### src/shared/sspp_pkg.sv
// Purpose: Constants for the synthesizer serial programming port.
// Assumes: 40 MHz system clock; serial pins are asynchronous.
// Notes: Latch select uses the low three bits of each word.
package sspp_pkg;

    localparam int SSPP_WORD_W = 24;
    localparam int SSPP_CTL_W = 3;
    localparam int SSPP_NUM_LATCH = 7;
    localparam int SSPP_CNT_W = 5;
    localparam logic [SSPP_CNT_W-1:0] SSPP_CNT_MAX = 5'h18;
    localparam logic [SSPP_WORD_W-1:0] SSPP_WORD_RST = 24'h000000;
    localparam logic [SSPP_NUM_LATCH-1:0] SSPP_SEEN_RST = 7'h00;
    // RF half needs latches 0..3, IF half needs latches 3..6
    localparam logic [SSPP_NUM_LATCH-1:0] SSPP_RF_SET = 7'h0F;
    localparam logic [SSPP_NUM_LATCH-1:0] SSPP_IF_SET = 7'h78;
    localparam int SSPP_CLK_MHZ = 40;
    localparam int SSPP_SCLK_MAX_MHZ = 20;
    // Lock-detect source code on the test output select field
    localparam logic [SSPP_CTL_W-1:0] SSPP_MUX_LOCK = 3'h1;
    localparam int SSPP_MUX_LSB = 3;

    typedef enum logic [1:0] {
        SSPP_EDGE_NONE,
        SSPP_EDGE_RISE,
        SSPP_EDGE_FALL
    } sspp_edge_t;

endpackage : sspp_pkg

### src/design/sspp_port.sv
// Purpose: Write-only three-wire programming port of a dual synthesizer.
// Assumes: Serial clock at most half the system clock after sampling.
// Notes: Pins are oversampled at 40 MHz; no software registers.
`timescale 1ns/1ps
////////////////////////////////////////////////////////////////////////////////
// Function
// RQ1 - Each rising serial clock edge shifts the data line into a 24-bit word.
// RQ2 - A rising load strobe copies the word into its selected latch only.
// RQ3 - The host keeps the serial clock at or below 20 MHz.
// RQ4 - The host holds the load strobe low while bits are shifted.
// RQ5 - The host sends each word as three 8-bit bytes; the bench sends one word as four bytes.
// RQ6 - The host raises the load strobe after the third byte.
// RQ7 - The host SPI master uses clock phase zero.
// RQ8 - A chip enable input low forces power-down of both halves.
// RQ9 - Lock detect can be routed to the multiplexed test output.
// RQ10 - The host keeps the integer divide at or above 31 or 91 per prescaler.
// RQ11 - Each half stays powered down until all of its latches were written.
// RQ12 - Extra bits beyond 24 push out the oldest, keeping the newest 24.
module sspp_port
    import sspp_pkg::*;
(
    input wire logic CLK,
    input wire logic RESET_N,
    input wire logic SERIAL_CLOCK,
    input wire logic SERIAL_INPUT_LINE,
    input wire logic LOAD_STROBE,
    input wire logic CHIP_ENABLE,
    input wire logic LOCK_DETECT,
    output logic MULTIPLEXED_TEST_OUTPUT,
    output logic RF_POWER_DOWN,
    output logic IF_POWER_DOWN,
    output logic [SSPP_NUM_LATCH*SSPP_WORD_W-1:0] LATCH_WORDS,
    output logic [SSPP_NUM_LATCH-1:0] LATCH_WRITE
);

    logic sclk_rise;
    logic serial_input_line_lvl;
    logic le_rise;
    logic ce_lvl;
    logic lock_lvl;

    sspp_sync_edge u_sclk (.clk(CLK), .reset_n(RESET_N), .din(SERIAL_CLOCK),
        .level(), .rise(sclk_rise));
    sspp_sync_edge u_data (.clk(CLK), .reset_n(RESET_N),
        .din(SERIAL_INPUT_LINE), .level(serial_input_line_lvl), .rise());
    sspp_sync_edge u_le (.clk(CLK), .reset_n(RESET_N), .din(LOAD_STROBE),
        .level(), .rise(le_rise));
    sspp_sync_edge u_ce (.clk(CLK), .reset_n(RESET_N), .din(CHIP_ENABLE),
        .level(ce_lvl), .rise());
    sspp_sync_edge u_lock (.clk(CLK), .reset_n(RESET_N), .din(LOCK_DETECT),
        .level(lock_lvl), .rise());

    ////////////////////////////////////////////////////////////////////////////
    // Shift register and bit count

    logic [SSPP_WORD_W-1:0] shift_r;
    logic [SSPP_WORD_W-1:0] shift_nxt;
    logic [SSPP_CNT_W-1:0] cnt_r;
    logic [SSPP_CNT_W-1:0] cnt_nxt;

    always_comb begin
        shift_nxt = shift_r;
        cnt_nxt = cnt_r;
        if (sclk_rise) begin
            // Oldest bit falls off the top [RQ12]
            shift_nxt = {shift_r[SSPP_WORD_W-2:0], serial_input_line_lvl}; // [RQ1]
            if (cnt_r != SSPP_CNT_MAX) begin
                cnt_nxt = cnt_r + 5'h01;
            end
        end
        if (le_rise) begin
            cnt_nxt = 5'h00;
        end
    end

    always_ff @(posedge CLK or negedge RESET_N) begin
        if (!RESET_N) begin
            shift_r <= SSPP_WORD_RST;
            cnt_r <= 5'h00;
        end else begin
            shift_r <= shift_nxt;
            cnt_r <= cnt_nxt;
        end
    end

    ////////////////////////////////////////////////////////////////////////////
    // Latches, power state, test output

    function automatic logic [SSPP_NUM_LATCH-1:0] sel_onehot(
        input logic [SSPP_CTL_W-1:0] ctl
    );
        logic [SSPP_NUM_LATCH-1:0] oh;
        oh = '0;
        if (ctl < 3'h7) begin
            oh[ctl] = 1'b1;
        end
        return oh;
    endfunction : sel_onehot

    logic [SSPP_NUM_LATCH*SSPP_WORD_W-1:0] latch_r;
    logic [SSPP_NUM_LATCH*SSPP_WORD_W-1:0] latch_nxt;
    logic [SSPP_NUM_LATCH-1:0] wr_r;
    logic [SSPP_NUM_LATCH-1:0] wr_nxt;
    logic [SSPP_NUM_LATCH-1:0] seen_r;
    logic [SSPP_NUM_LATCH-1:0] seen_nxt;
    logic rf_pd_r;
    logic rf_pd_nxt;
    logic if_pd_r;
    logic if_pd_nxt;
    logic mux_r;
    logic mux_nxt;
    logic [SSPP_NUM_LATCH-1:0] sel;

    assign sel = sel_onehot(shift_r[SSPP_CTL_W-1:0]);

    always_comb begin
        latch_nxt = latch_r;
        wr_nxt = '0;
        seen_nxt = seen_r;
        if (le_rise) begin
            // Unused code 7 is dropped rather than aliasing a latch
            for (int i = 0; i < SSPP_NUM_LATCH; i++) begin
                if (sel[i]) begin
                    latch_nxt[i*SSPP_WORD_W +: SSPP_WORD_W] = shift_r; // [RQ2]
                end
            end
            wr_nxt = sel;
            seen_nxt = seen_r | sel; // [RQ11]
        end
        rf_pd_nxt = !ce_lvl
            || ((seen_r & SSPP_RF_SET) != SSPP_RF_SET); // [RQ8] [RQ11]
        if_pd_nxt = !ce_lvl
            || ((seen_r & SSPP_IF_SET) != SSPP_IF_SET); // [RQ8] [RQ11]
        // Lock select lives in latch 3 (shared), field above control bits
        mux_nxt = (latch_r[3*SSPP_WORD_W+SSPP_MUX_LSB +: SSPP_CTL_W]
            == SSPP_MUX_LOCK) ? lock_lvl : 1'b0; // [RQ9]
    end

    always_ff @(posedge CLK or negedge RESET_N) begin
        if (!RESET_N) begin
            latch_r <= '0;
            wr_r <= '0;
            seen_r <= SSPP_SEEN_RST;
            rf_pd_r <= 1'b1;
            if_pd_r <= 1'b1;
            mux_r <= 1'b0;
        end else begin
            latch_r <= latch_nxt;
            wr_r <= wr_nxt;
            seen_r <= seen_nxt;
            rf_pd_r <= rf_pd_nxt;
            if_pd_r <= if_pd_nxt;
            mux_r <= mux_nxt;
        end
    end

    assign LATCH_WORDS = latch_r;
    assign LATCH_WRITE = wr_r;
    assign RF_POWER_DOWN = rf_pd_r;
    assign IF_POWER_DOWN = if_pd_r;
    assign MULTIPLEXED_TEST_OUTPUT = mux_r;

    ////////////////////////////////////////////////////////////////////////////
    // Assertions

    a_shift_on_edge: assert property ( // [RQ1]
        @(posedge CLK) disable iff (!RESET_N)
        sclk_rise |=> shift_r[0] == $past(serial_input_line_lvl))
        else $error("shift did not take data bit");
    a_keep_newest: assert property ( // [RQ12]
        @(posedge CLK) disable iff (!RESET_N)
        sclk_rise |=> shift_r[SSPP_WORD_W-1:1]
            == $past(shift_r[SSPP_WORD_W-2:0]))
        else $error("older bits not kept in order");
    // Count of fresh bits since the last strobe, capped at one word
    a_count_clear: assert property ( // [RQ12]
        @(posedge CLK) disable iff (!RESET_N)
        le_rise |=> cnt_r == 5'h00)
        else $error("bit count not cleared by strobe");
    a_count_sat: assert property ( // [RQ12]
        @(posedge CLK) disable iff (!RESET_N)
        (sclk_rise && !le_rise && cnt_r == SSPP_CNT_MAX)
            |=> cnt_r == SSPP_CNT_MAX)
        else $error("bit count passed a full word");
    a_latch_load: assert property ( // [RQ2]
        @(posedge CLK) disable iff (!RESET_N)
        (le_rise && shift_r[2:0] == 3'h2) |=>
            latch_r[2*SSPP_WORD_W +: SSPP_WORD_W] == $past(shift_r))
        else $error("selected latch not loaded");
    a_latch_hold: assert property ( // [RQ2]
        @(posedge CLK) disable iff (!RESET_N)
        (le_rise && shift_r[2:0] != 3'h0) |=>
            $stable(latch_r[SSPP_WORD_W-1:0]))
        else $error("unselected latch changed");
    a_write_onehot: assert property ( // [RQ2]
        @(posedge CLK) disable iff (!RESET_N)
        $onehot0(LATCH_WRITE))
        else $error("more than one latch written");
    a_ce_powerdown: assert property ( // [RQ8]
        @(posedge CLK) disable iff (!RESET_N)
        !ce_lvl |=> RF_POWER_DOWN && IF_POWER_DOWN)
        else $error("chip enable low without power-down");
    a_rf_wakeup: assert property ( // [RQ11]
        @(posedge CLK) disable iff (!RESET_N)
        !RF_POWER_DOWN |-> (seen_r & SSPP_RF_SET) == SSPP_RF_SET)
        else $error("RF half up before its latches written");
    a_if_wakeup: assert property ( // [RQ11]
        @(posedge CLK) disable iff (!RESET_N)
        (ce_lvl && (seen_r & SSPP_IF_SET) == SSPP_IF_SET) |=>
            !IF_POWER_DOWN)
        else $error("IF half stuck in power-down");
    a_lock_route: assert property ( // [RQ9]
        @(posedge CLK) disable iff (!RESET_N)
        (latch_r[3*SSPP_WORD_W+SSPP_MUX_LSB +: SSPP_CTL_W] == SSPP_MUX_LOCK)
            |=> MULTIPLEXED_TEST_OUTPUT == $past(lock_lvl))
        else $error("lock detect not routed");

endmodule : sspp_port

### src/design/sspp_sync_edge.sv
// Purpose: Two-stage synchroniser with rising-edge pulse.
// Assumes: Input is asynchronous to CLK.
// Notes: First stage feeds only the second stage.
`timescale 1ns/1ps
module sspp_sync_edge
    import sspp_pkg::*;
(
    input wire logic clk,
    input wire logic reset_n,
    input wire logic din,
    output logic level,
    output logic rise
);

    logic meta_r;
    logic sync_r;
    logic hist_r;
    logic meta_nxt;
    logic sync_nxt;
    logic hist_nxt;

    always_comb begin
        meta_nxt = din;
        sync_nxt = meta_r;
        hist_nxt = sync_r;
    end

    always_ff @(posedge clk or negedge reset_n) begin
        if (!reset_n) begin
            meta_r <= 1'b0;
            sync_r <= 1'b0;
            hist_r <= 1'b0;
        end else begin
            meta_r <= meta_nxt;
            sync_r <= sync_nxt;
            hist_r <= hist_nxt;
        end
    end

    assign level = sync_r;
    assign rise = sync_r & ~hist_r;

endmodule : sspp_sync_edge

### config.mk
export PLATFORM = sky130hd
export DESIGN_NAME = sspp_port
export DESIGN_NICKNAME = d
export VERILOG_FILES = /design/src/shared/sspp_pkg.sv /design/src/design/sspp_port.sv /design/src/design/sspp_sync_edge.sv
export SDC_FILE = /design/constraint.sdc
export NUM_CORES = 1
export LEC_CHECK = 0
export BUFFER_PORTS_ARGS = -buffer_cell sky130_fd_sc_hd__buf_2
export CAP_MARGIN = 40
export CORE_MARGIN = 2
export CORE_UTILIZATION = 35
export DETAILED_ROUTE_END_ITERATION = 10
export PLACE_DENSITY = 0.66
export SYNTH_ARGS = -nofsm -noshare
export SYNTH_HDL_FRONTEND = slang
export SYNTH_HIERARCHICAL = 1
export SYNTH_SLANG_ARGS = --single-unit
### constraint.sdc
create_clock -name CLK -period 3.5 [get_ports CLK]
set_input_delay 0.175 -clock CLK [delete_from_list [all_inputs] [get_ports CLK]]
set_output_delay 0.175 -clock CLK [all_outputs]
set_load 0.005 [all_outputs]
==> results summary <==
The die boundary height came out at 155 microns. The clock network is responsible for 33.8% of the overall power. The tightest hold path in the finished design has a slack of 0.296 ns. The count of antenna-violating nets left after detailed routing came out at 0. The post-detailed-route via-to-cell ratio is 4.77.

The number of slew-limit violations in the final report is 0. The combinational cell fraction of total power came out at 16.8%. Before antenna repair, the detailed router went through 4 iterations. Setup repair after global routing left no endpoint under its margin. In this run the worst setup path begins at shift_r[1]. The leakage power is 5.45 nW. The power density of the placed cells is 709 mW/mm^2. The placer congestion estimate is 0.689. The count of mapped cells out of synthesis is 460. In this run the worst hold path is classified as in2async. The post-synthesis area per instance is 17.4 sq um. The reg2reg setup slack came out at 1.59 ns. The number of filler instances in the final layout came out at 1,986.

The kind of end point of the critical path is a flip-flop. The total count of hold-check failures in the final report came to 0. The count of unresolved DRC violations after routing came out at 0. Across the whole layout, storage elements account for 0.00553 sq mm. The number of cells on the worst reg-to-reg path is 3. The fraction of layout cells with a size suffix above 1 came out at 61.9%.

Compared with the post-synthesis result, the final layout area differs by 26.2%. The global route total overflow is 0. CTS built an H-tree with a depth of 1.

The x dimension of the die came out at 155 microns. The analysis attributes to net switching a power of 1.89 mW. The required time at the worst-slack endpoint is 3.89 ns. The via count is 4,598. The netlist area before placement came out at 0.00801 sq mm. For the pin with the worst max-slew slack, the measured transition is 0.846 ns. The overall power of the completed layout came out at 7.16 mW. Entering global routing, the biggest net connects 103 pins.

IR analysis of the VDD net gives a maximum drop of 0.000322 V. The estimated wirelength of the detail-placed design came out at 11.9 mm. The number of clock sinks seen by CTS is 221. The total wirelength of the detailed-routed design is 18.1 mm. The final count of negative-setup-slack endpoints is 0. The worst register-to-register path ends at LATCH_WORDS[139].

Static timing analysis puts the maximum clock frequency at 523 MHz. TritonCTS built the clock tree. The run finished with clean final reports. The CTS clock-pin slew for the worst setup and hold paths came out at 0.06 ns. The final worst clock skew came out at 0.0121 ns. The DRC marker count from the first detailed-route iteration is 159. The maximum buffer depth of the clock tree came out at 3. The largest fanout of any net on the critical path is 16.

The area of the multi-input gates came out at 0.00230 sq mm. The starting density of the core came out at 35.5%. The root buffer selected by CTS is clkbuf_16. The fraction of power spent switching nets is 26.3%.

The internal power came out at 5.28 mW. The endpoint arrival time on the critical path is 2.30 ns. The area of the placeable core is 0.0226 sq mm. The number of buffers inserted during clock tree synthesis came out at 23. STA classifies the critical path startpoint as a flip-flop. The placed cell area is 0.00929 sq mm. The total of cells resized after clock tree synthesis is 0. Across every metal layer, demand over resource in global routing totals 15.0%. The critical path is of the reg2reg type.

The design area is 0.0101 sq mm. Yosys printed 6 warnings. The worst flop-to-flop path startpoint is shift_r[1]. The count of nets after finishing is 668. The clock period could shrink to 1.91 ns. The final clock period utilization by the worst path is 54.6%. The I/O pin count is 185. The clock latency of the later-clocked register in the worst-skew pair is 0.50 ns.

The count of maximum capacitance violations came out at 0. The net count of the mapped netlist came out at 467. The count of antenna diodes in the layout came out at 0. The number of antenna violations at the first check in global routing came out at 0. The remaining max-slew budget at the tightest pin is 43.5%. The summed negative setup slack over all endpoints came out at 0 ns. During placement, the flow inserted port buffers numbering 184. The first global-routing pass estimated 28.7 mm of wire. The number of global-route vias before repair came out at 5,022. The routed length per placed instance came out at 18.8 microns. The full die area came out at 0.0241 sq mm. The sequential share of power came out at 49.4%. The initialized floorplan defines 55 standard-cell rows.
layer usage:
layer	part of all wire, %	vias up	routed length [microns]	track usage (%)
li1	-	1999	-	-
met1	43	2432	7830	19.7
met2	49	129	8910	25.3
met3	5.6	38	1020	3.29
met4	1.9	0	338	4.19
met5	0	-	0	0
final cells by class:
| cell class | count | area share (%) |
|---|---|---|
| Multi-Input combinational cell | 212 | 22.8 |
| Clock buffer | 35 | 6.93 |
| Clock inverter | 7 | 0.631 |
| Inverter | 3 | 0.111 |
| Timing Repair Buffer | 200 | 11.3 |
| Tap cell | 285 | 3.53 |
| Sequential cell | 221 | 54.7 |
state kept, by name (all words and copies together) (netlist names):
register	cells
u_lock/meta_r	1
MULTIPLEXED_TEST_OUTPUT	1
u_ce/level	1
u_sclk/meta_r	1
u_le/meta_r	1
IF_POWER_DOWN	1
u_ce/meta_r	1
u_sclk/level	1
u_sclk/hist_r	1
RF_POWER_DOWN	1
LATCH_WORDS	168
u_le/level	1
u_data/meta_r	1
LATCH_WRITE	7
u_lock/level	1
shift_r	24
u_le/hist_r	1
seen_r	7
u_data/level	1
metrics by stage:
stage / cells / util (%) / worst slack (ns)
after floorplan: 460 / - / 1.79
after global placement: 911 / 40.7 / 1.36
after detailed placement: 915 / 41.1 / 1.53
after CTS: 963 / 44.8 / 1.51
after global routing: 963 / 44.8 / 1.43
final: 963 / 44.8 / 1.59
timing repair:
item,CTS,global route
buffers inserted,0,0
endpoints found under the hold margin,105,0
hold buffers,6,0
setup endpoints to repair,0,0
power by group through the flow:
stage | clock network, mW | registers (mW) | logic, mW
after global routing | 2.60 | 3.62 | 1.32
after global placement | 0 | 3.54 | 1.18
after detailed placement | 0 | 3.58 | 1.22
after CTS | 2.48 | 3.54 | 1.24
final | 2.42 | 3.54 | 1.20
after floorplan | 0 | 3.48 | 0.609
layout by cell type, fill, tap and decap left out, types with 2 or more instances in the layout:
cell type,count
mux2_2,160
buf_16,2
dfstp_2,2
nor2b_1,9
buf_2,183
nand2b_1,9
buf_4,5
and2_1,4
clkbuf_8,8
buf_12,3
dfrtp_1,219
nand4_1,2
and4bb_2,3
mux2_4,10
clkbuf_16,23
nor2b_4,2
clkinv_2,5
dlygate4sd3_1,6
inv_1,3
or2_2,7
nand4b_2,3
clkbuf_1,4
worst max-delay path by stage:
stage | end | slack, ns | cells past startpoint
after floorplan | LATCH_WORDS[10] | 1.79 | 5
after global placement | LATCH_WORDS[158] | 1.36 | 3
after detailed placement | LATCH_WORDS[139] | 1.53 | 3
after CTS | LATCH_WORDS[127] | 1.51 | 3
after global routing | LATCH_WORDS[127] | 1.43 | 3
final | LATCH_WORDS[139] | 1.59 | 3
worst max-delay path, cell delays in order, from the launching register on:
cell	delay, ns
dfrtp_1	0.49
nand4b_2	0.57
buf_4	0.41
mux2_2	0.31
Note: power is estimated with default switching activity, not from simulation.
